--- src/verilog/bsp_map.svh ---
// Constants for the bit timed asynchronous serial port
`ifndef BSP_MAP_SVH
`define BSP_MAP_SVH
// ****************************************
// Timing
// ****************************************
`define BSP_CLK_HZ         20000000
`define BSP_BAUD_DEFAULT   2400
`define BSP_BAUD_FAST      9600
// Half bit in cycles, rounded down
`define BSP_HALF_SLOW      ((`BSP_CLK_HZ / `BSP_BAUD_DEFAULT) / 2)
`define BSP_HALF_FAST      ((`BSP_CLK_HZ / `BSP_BAUD_FAST) / 2)
// ****************************************
// Framing
// ****************************************
`define BSP_DATA_BITS      8
`define BSP_IDLE_LEVEL     1'h1
`endif

--- src/verilog/bsp_pkg.sv ---
// Types for the bit timed asynchronous serial port
package bsp_pkg;
   typedef logic [7:0]  bsp_byte_t;   // One character
   typedef logic [12:0] bsp_cnt_t;    // Half bit counter
   // Receiver states, one-hot
   typedef enum logic [3:0] {
      BSP_RX_IDLE  = 4'h1,
      BSP_RX_START = 4'h2,
      BSP_RX_DATA  = 4'h4,
      BSP_RX_STOP  = 4'h8
   } bsp_rx_e;
   // Transmitter states, one-hot
   typedef enum logic [1:0] {
      BSP_TX_IDLE  = 2'h1,
      BSP_TX_SHIFT = 2'h2
   } bsp_tx_e;
endpackage : bsp_pkg

--- src/verilog/bsp_half_timer.sv ---
// Half bit interval timer, one instance for each direction
`include "bsp_map.svh"
module bsp_half_timer
   import bsp_pkg::*;
(
   input  wire logic     i_clk,       // Core clock
   input  wire logic     i_sys_rst,   // Async reset, high
   input  wire logic     i_restart,   // Restart interval
   input  wire logic     i_fast,      // Select fast rate
   output logic          o_tick       // Pulse per half bit
);
   bsp_cnt_t cnt_q;   // Down counter
   bsp_cnt_t cnt_d;   // Next count
   logic     tick_d;  // Next tick
   bsp_cnt_t reload;  // Interval length minus one

   // ****************************************
   // Next state
   // ****************************************
   always_comb begin
      reload = i_fast ? 13'(`BSP_HALF_FAST - 1) : 13'(`BSP_HALF_SLOW - 1);
      tick_d = 1'b0;
      cnt_d  = cnt_q - 13'h1;
      if (i_restart) begin
         cnt_d = reload;
      end else if (cnt_q == 13'h0) begin
         cnt_d  = reload;
         tick_d = 1'b1;
      end
   end

   // ****************************************
   // Registers
   // ****************************************
   always_ff @(posedge i_clk or posedge i_sys_rst) begin
      if (i_sys_rst) begin
         cnt_q  <= 13'h0;
         o_tick <= 1'b0;
      end else begin
         cnt_q  <= cnt_d;
         o_tick <= tick_d;
      end
   end
endmodule : bsp_half_timer

--- src/verilog/bsp_serial_port.sv ---
// Bit timed asynchronous serial port, receiver and transmitter
`include "bsp_map.svh"
module bsp_serial_port
   import bsp_pkg::*;
(
   input  wire logic        i_clk,              // Core clock 20 MHz
   input  wire logic        i_sys_rst,          // Async reset, high
   input  wire logic        i_fast_rate,        // High selects 9600 baud
   input  wire logic        i_receive_line_pin, // Serial input
   output logic             o_rx_valid,         // Received byte pulse
   output bsp_pkg::bsp_byte_t o_rx_data,        // Received byte
   input  wire logic        i_tx_start,         // Send request
   input  wire bsp_pkg::bsp_byte_t i_tx_data,   // Byte to send
   output logic             o_tx_busy,          // Transmitter busy
   output logic             o_transmit_line_pin // Serial output
);
   // ****************************************
   // Input synchroniser
   // ****************************************
   logic [2:0] sync_q;   // Three stage chain
   logic [2:0] sync_d;   // Next chain
   logic       rx_q;     // Filtered line level
   logic       rx_d;     // Next filtered level

   always_comb begin
      sync_d = {sync_q[1:0], i_receive_line_pin};
      rx_d   = rx_q;
      if (sync_q[1] == sync_q[2]) begin
         rx_d = sync_q[1];      // Second and third agree
      end
   end

   always_ff @(posedge i_clk or posedge i_sys_rst) begin
      if (i_sys_rst) begin
         sync_q <= 3'h7;
         rx_q   <= 1'b1;
      end else begin
         sync_q <= sync_d;
         rx_q   <= rx_d;
      end
   end

   // ****************************************
   // Receiver
   // ****************************************
   bsp_rx_e    rst_q, rst_d;     // Receive state
   logic [4:0] rhalf_q, rhalf_d; // Half bits counted
   bsp_byte_t  rsh_q, rsh_d;     // Receive shifter
   logic       rrestart;         // Restart rx timer
   logic       rtick;            // Rx half bit tick
   logic       rvalid_d;         // Next valid pulse
   bsp_byte_t  rdata_d;          // Next data output

   bsp_half_timer u_rx_timer (
      .i_clk     (i_clk),
      .i_sys_rst (i_sys_rst),
      .i_restart (rrestart),
      .i_fast    (i_fast_rate),
      .o_tick    (rtick)
   );

   always_comb begin
      rst_d    = rst_q;
      rhalf_d  = rhalf_q;
      rsh_d    = rsh_q;
      rrestart = 1'b0;
      rvalid_d = 1'b0;
      rdata_d  = o_rx_data;
      case (rst_q)
         BSP_RX_IDLE: begin
            rrestart = 1'b1;
            rhalf_d  = 5'h0;
            if (!rx_q) begin
               rst_d = BSP_RX_START;   // Falling edge seen
            end
         end
         BSP_RX_START: begin
            if (rtick) begin
               rst_d   = BSP_RX_DATA;  // Middle of start bit
               rhalf_d = 5'h0;
            end
         end
         BSP_RX_DATA: begin
            if (rtick) begin
               rhalf_d = rhalf_q + 5'h1;
               if (rhalf_q[0]) begin
                  rsh_d = {rx_q, rsh_q[7:1]};  // Single centre sample
                  if (rhalf_q == 5'(2 * `BSP_DATA_BITS - 1)) begin
                     rst_d = BSP_RX_STOP;
                  end
               end
            end
         end
         BSP_RX_STOP: begin
            rvalid_d = 1'b1;
            rdata_d  = rsh_q;
            rst_d    = BSP_RX_IDLE;         // Stop level ignored
         end
         default: begin
            rst_d = BSP_RX_IDLE;
         end
      endcase
   end

   always_ff @(posedge i_clk or posedge i_sys_rst) begin
      if (i_sys_rst) begin
         rst_q      <= BSP_RX_IDLE;
         rhalf_q    <= 5'h0;
         rsh_q      <= 8'h00;
         o_rx_valid <= 1'b0;
         o_rx_data  <= 8'h00;
      end else begin
         rst_q      <= rst_d;
         rhalf_q    <= rhalf_d;
         rsh_q      <= rsh_d;
         o_rx_valid <= rvalid_d;
         o_rx_data  <= rdata_d;
      end
   end

   // ****************************************
   // Transmitter
   // ****************************************
   bsp_tx_e    tst_q, tst_d;     // Transmit state
   logic [4:0] thalf_q, thalf_d; // Half bits sent
   logic [9:0] tsh_q, tsh_d;     // Frame shifter
   logic       trestart;         // Restart tx timer
   logic       ttick;            // Tx half bit tick
   logic       line_d;           // Next line level
   logic       busy_d;           // Next busy

   bsp_half_timer u_tx_timer (
      .i_clk     (i_clk),
      .i_sys_rst (i_sys_rst),
      .i_restart (trestart),
      .i_fast    (i_fast_rate),
      .o_tick    (ttick)
   );

   always_comb begin
      tst_d    = tst_q;
      thalf_d  = thalf_q;
      tsh_d    = tsh_q;
      trestart = 1'b0;
      line_d   = o_transmit_line_pin;
      busy_d   = o_tx_busy;
      case (tst_q)
         BSP_TX_IDLE: begin
            trestart = 1'b1;
            line_d   = `BSP_IDLE_LEVEL;
            busy_d   = 1'b0;
            if (i_tx_start) begin
               tsh_d   = {1'b1, i_tx_data, 1'b0};  // Stop, data, start
               thalf_d = 5'h0;
               line_d  = 1'b0;
               busy_d  = 1'b1;
               tst_d   = BSP_TX_SHIFT;
            end
         end
         BSP_TX_SHIFT: begin
            if (ttick) begin
               thalf_d = thalf_q + 5'h1;
               if (thalf_q[0]) begin
                  tsh_d  = {1'b1, tsh_q[9:1]};    // Two half bits per bit
                  line_d = tsh_q[1];
                  if (thalf_q == 5'(2 * (`BSP_DATA_BITS + 2) - 1)) begin
                     line_d = `BSP_IDLE_LEVEL;
                     busy_d = 1'b0;
                     tst_d  = BSP_TX_IDLE;        // Back to idle high
                  end
               end
            end
         end
         default: begin
            tst_d = BSP_TX_IDLE;
         end
      endcase
   end

   always_ff @(posedge i_clk or posedge i_sys_rst) begin
      if (i_sys_rst) begin
         tst_q               <= BSP_TX_IDLE;
         thalf_q             <= 5'h0;
         tsh_q               <= 10'h3FF;
         o_tx_busy           <= 1'b0;
         o_transmit_line_pin <= `BSP_IDLE_LEVEL;
      end else begin
         tst_q               <= tst_d;
         thalf_q             <= thalf_d;
         tsh_q               <= tsh_d;
         o_tx_busy           <= busy_d;
         o_transmit_line_pin <= line_d;
      end
   end
endmodule : bsp_serial_port

--- config.mk ---
export PLATFORM = sky130hd
export DESIGN_NAME = bsp_serial_port
export DESIGN_NICKNAME = d
export VERILOG_FILES = /design/src/verilog/bsp_pkg.sv /design/src/verilog/bsp_half_timer.sv /design/src/verilog/bsp_serial_port.sv
export VERILOG_INCLUDE_DIRS = /design/src /design/src/verilog
export SDC_FILE = /design/constraint.sdc
export NUM_CORES = 1
export LEC_CHECK = 0
export BUFFER_PORTS_ARGS = -buffer_cell sky130_fd_sc_hd__buf_4
export CAP_MARGIN = 25
export CORE_ASPECT_RATIO = 1.1
export CORE_MARGIN = 3
export CORE_UTILIZATION = 45
export CTS_CLUSTER_DIAMETER = 120
export DETAILED_ROUTE_END_ITERATION = 8
export GPL_TIMING_DRIVEN = 0
export PLACE_DENSITY = 0.77
export SYNTH_ARGS = -nofsm -noshare
export SYNTH_HDL_FRONTEND = slang
export SYNTH_SLANG_ARGS = --single-unit
export TNS_END_PERCENT = 100
--- constraint.sdc ---
create_clock -name i_clk -period 2.6 [get_ports i_clk]
set_clock_uncertainty 0.15 [all_clocks]
set_input_delay 0.52 -clock i_clk [delete_from_list [all_inputs] [get_ports i_clk]]
set_output_delay 0.52 -clock i_clk [all_outputs]
set_load 0.02 [all_outputs]
# --- Word-level counts from Yosys, hierarchy flattened ---
# Index checks and enable logic that the tools add are counted.
totals:
  in_bits: 13
  ff_bits: 77
  wordCells: 93
classes:
  addsub: 4
  mux: 43
  n_reduce_logical: 12
  eq_ne: 18
ops:
  columns: ["cell", "n"]
  rows:
  - ["$mux W13", 5]
  - ["$mux W10", 3]
  - ["$logic_not A13 Y1", 2]
  - ["$sub A13 B1 Y13 const B", 2]
  - ["$mux W4", 5]
  - ["$mux W5", 4]
  - ["$pmux W10 S2", 1]
  - ["$mux W1", 15]
  - ["$pmux W5 S3", 1]
  - ["$ne A2 B2 Y1 const B", 6]
  - ["$pmux W4 S3", 1]
  - ["$reduce_and A3 Y1", 4]
  - ["$reduce_and A4 Y1", 3]
  - ["$add A5 B1 Y5 const B", 2]
  - ["$pmux W5 S2", 1]
  - ["$mux W2", 4]
  - ["$ne A2 B1 Y1 const B", 3]
  - ["$eq A5 B4 Y1 const B", 1]
  - ["$eq A5 B5 Y1 const B", 1]
  - ["$reduce_and A5 Y1", 1]
  - ["$eq A4 B1 Y1 const B", 1]
  - ["$eq A4 B2 Y1 const B", 1]
  - ["$eq A4 B3 Y1 const B", 1]
  - ["$eq A4 B4 Y1 const B", 1]
  - ["7 further kinds", 8]

# --- Depth between registers and ports, before layout ---
logic_depth:
  ltp_word: 5
  depth_mapped: 8
  mapped_depth_nobuf: 6

# --- By module ---
# Synthesis repeated with hierarchy kept, for this count alone.
hier_totals:
  cells_unflattened: 302
  hier_area_um2: 3474.6
modules_own_cells:
  columns: ["module", "area_each_um2", "cells_each", "n_inst", "seq_area_each_um2"]
  rows:
  - ["bsp_serial_port", 2045.7, 170, 1, 1194.9]
  - ["bsp_half_timer", 714.4, 66, 2, 350.3]

# --- Least setup slack after synthesis ---
# OpenSTA, ideal clock, no wires.
synth_path:
  path_type: "reg2reg"
  from: "reg tst_q[0]"
  to: "reg tst_q[1]"
  path_buffers: 1
  path_stages_with_launch: 7
  required_time_ns: 2.325
  slack_ns: 0.618
  arrival_ns: 1.708
  setup_time_ns: 0.125
  path_cell_list: "dfstp_2 > inv_1 > ha_1 > buf_2 > o31a_1 > a211oi_1 > mux2_2"
synth_via:
  elab_chain_len: 3
  elab_cells_between_ends: 8
synth_rtl:
  columns: ["item", "line", "rtl"]
  rows:
  - ["from (decl)", "bsp_serial_port.sv:124", "bsp_tx_e tst_q, tst_d;"]
  - ["from (signal assigned)", "bsp_serial_port.sv:188", "tst_q <= tst_d;"]
  - ["$eq A2 B1 Y1 / $eq A2 B2 Y1 (equally long branches)", "bsp_serial_port.sv:147", "case (tst_q)"]
  - ["$ne A2 B2 Y1 (no line) / $ne A2 B1 Y1 (equally long branches)", null, null]
  - ["$reduce_and A4 Y1 (no line)", null, null]
# Several ways; a longest one is shown, not always the timed one.
# A chain may end at the register's enable or synchronous reset.

# --- Worst setup path after layout ---
layout_path:
  from: "reg u_tx_timer.cnt_q[9]"
  to: "reg u_tx_timer.cnt_q[10]"
layout_via:
  elab_chain_len: 3
  elab_cells_between_ends: 4
layout_rtl:
  columns: ["item", "line", "rtl"]
  rows:
  - ["from (decl)", "bsp_half_timer.sv:12", "bsp_cnt_t cnt_q;"]
  - ["from (signal assigned)", "bsp_half_timer.sv:40", "cnt_q <= cnt_d;"]
  - ["$sub A13 B1 Y13 / $logic_not A13 Y1 (equally long branches)", "bsp_half_timer.sv:23, bsp_half_timer.sv:26", null]
  - ["$mux W13 *", "bsp_half_timer.sv:26", "end else if (cnt_q == 13'h0) begin"]
  - ["$mux W13 *", "bsp_half_timer.sv:24", "if (i_restart) begin"]
  - ["via u_tx_timer.cnt_d[10]", "bsp_half_timer.sv:13", "bsp_cnt_t cnt_d;"]
# Mark *: on every way through the listed nets, which the timed path passes. The rest lies on a longest branch.

==> results.txt <==
final-report hold violation count = 0
post-synthesis instance total = 308
register area = 0.00190 mm^2
reg-to-reg setup timing slack = 480 ps
pwr/cell area = 1060 mW/mm^2
grt peak-use layer = met2
post-synth top area cell = dfrtp_1
RSZ-0062 raised after global routing = no
Design Area, Final = 0.00407 mm^2
Placed Area = 0.00389 mm^2
Worst setup EP type = flip-flop
routability cong. = 0.784
fmax = 471 MHz
TritonCTS buffer count = 9
Vias/cell = 5.22
ANT nets after route = 0
Seq/Total Area, Yosys = 53.0%
minimum clock period = 2120 ps
vias in the first global route = 2357
Critical Path AT = 2160 ps
top-area cell type share of the netlist area = 41.9%
Final nets = 364
Total Wirelength = 6170 um
GRT overflow = 0
EDFF count, synth = 0
Setup Slack @ Placement = 473 ps
Synth Warn # = 0
largest net degree at the start of global routing = 76
clk_lat worst skew = 350 ps
CTS tree = built
full die area = 0.00906 mm^2
main area contributors after synthesis = dfrtp_1 (42%), dfstp_2 (11%), mux2_2 (6.3%)
hold_buf cts = 0
syn nets = 330
Leakage Power = 1.80 nW
Tcrit/Tclk final = 81.6%
DR WL/cell = 13.7 um
CP Class = flip-flop to flip-flop
Rel. slew slack = 40.6%
hold_ws = 127 ps
mapped cell area = 0.00358 mm^2
multi-input logic area = 0.00157 mm^2
post-CTS resize count = 0
DP Wirelength = 4210 um
post-CTS setup buffers = 0
met2 GRT Util = 23.7%
area grow syn2layout = 13.7%
most frequent cells in the layout = dfrtp_1 (60), nor2_1 (31), buf_4 (25)
layout cells sized above 1 = 27.7%
initial antenna violation count = 0
Startpoint Class = flip-flop
die width = 91.0 um
Async S/R FF share, synth = 100%
Unique masters post-synth = 55
deepest clock path buffer count = 2
Clock transition at path regs = 70 ps
GRT Total Usage = 14.5%
clock root buffer = clkbuf_8
worst-margin pin slew = 891 ps
GR Util met1 = 17.6%
Initial DRT Pass Iterations = 5
final worst slack = 478 ps
Worst EP required = 2640 ps
HP Class = input port to flip-flop
fin. max-slew vios = 0
1st-iter DRT viols = 88
met3 Resource Use GR = 4.69%
Post-Route Utilization = 53.6%
Setup TNS = 0 ps
IO Pins = 24
PortBufs = 23
vias = 2361
synthesized flop and latch total = 75
maxcap violations = 0
critical path peak fanout = 8
most common cell after layout, fill and taps aside = dfrtp_1
antenna fix cells = 0
row count = 33
status = finished, final reports clean
Final Setup Violations = 0
H-tree levels = 3
first-pass GRT wire length = 10600 um
Design Power = 4.33 mW
fillers = 691
Die Y = 99.5 um
Core Region = 0.00760 mm^2
# clock sinks = 75
Synth Area per Inst = 11.6 um^2
Post-Place Cells = 436
worst vdd ir = 0.432 mV
top_reg_cell synth = dfrtp_1
Initial Util = 47.1%
final non-filler cell total = 452
DR DRC count = 0
[routing by layer]
layer	vias to the layer above	routed length (um)
met5	-	0
li1	1150	-
met1	1160	2780
met4	0	133
met3	13	229
met2	38	3030
[synth_stat cells (all sizes together), types with 4 or more instances]
master / count
a21oi: 18
a22o: 4
buf: 7
dfrtp: 60
dfstp: 15
ha: 9
inv: 12
mux2: 20
mux2i: 13
nand2: 15
nand3: 9
nor2: 31
nor2b: 5
nor3: 8
nor4: 6
o21ai: 9
or2: 4
xnor2: 9
xor2: 13
[report_power, final]
part | switching [mW] | leakage, nW | internal, mW
combinational | 0.926 | 0.749 | 0.753
clock | 0.420 | 0.0935 | 0.435
sequential | 0.258 | 0.953 | 1.53
total | 1.60 | 1.80 | 2.72
[flip-flops by register name (all words and copies together) (netlist names), 2 cells and up]
| signal | flops |
|---|---|
| o_rx_data | 8 |
| sync_q | 3 |
| u_rx_timer.cnt_q | 13 |
| rhalf_q | 5 |
| tsh_q | 8 |
| rsh_q | 8 |
| thalf_q | 5 |
| rst_q | 4 |
| tst_q | 2 |
| u_tx_timer.cnt_q | 13 |
[critical path, stage by stage, from the launching register on]
cell and delay, ps:
dfrtp_1 410, nor4_1 660, a31oi_1 440, nor2_1 240, a21oi_1 70
[kinds of logic (layout without fill, tap and decap cells)]
group,count (synthesis),in the layout,synth area share (%)
simple gates,99,99,15.8
flops,75,75,53.0
compound gates,48,48,9.40
mux,33,33,9.93
xor+xnor,22,22,5.38
buf+inv,21,60,3.11
fa+ha+maj,10,10,3.43
[worst paths after layout]
kind                                     start              endpoint  cells past startpoint
setup reg to reg           u_tx_timer.cnt_q[9]  u_tx_timer.cnt_q[10]                      4
setup / recovery           u_tx_timer.cnt_q[9]  u_tx_timer.cnt_q[10]                      4
min in group asynchronous            i_sys_rst            thalf_q[4]                      2
hold reg to reg                      sync_q[1]             sync_q[2]                      0
max in group asynchronous            i_sys_rst   u_rx_timer.cnt_q[1]                      2
hold / removal              i_receive_line_pin             sync_q[0]                      1
[area by class of cell]
type / count / area share [%]
tap: 105 / 3.23
clock buffer: 10 / 3.14
buffer: 9 / 1.63
timing repair buffer: 23 / 4.24
clock inverter: 6 / 1.38
inverter: 12 / 1.17
sequential: 75 / 46.6
multi-input combinational: 212 / 38.6
Power figures use the tool's default switching activity.
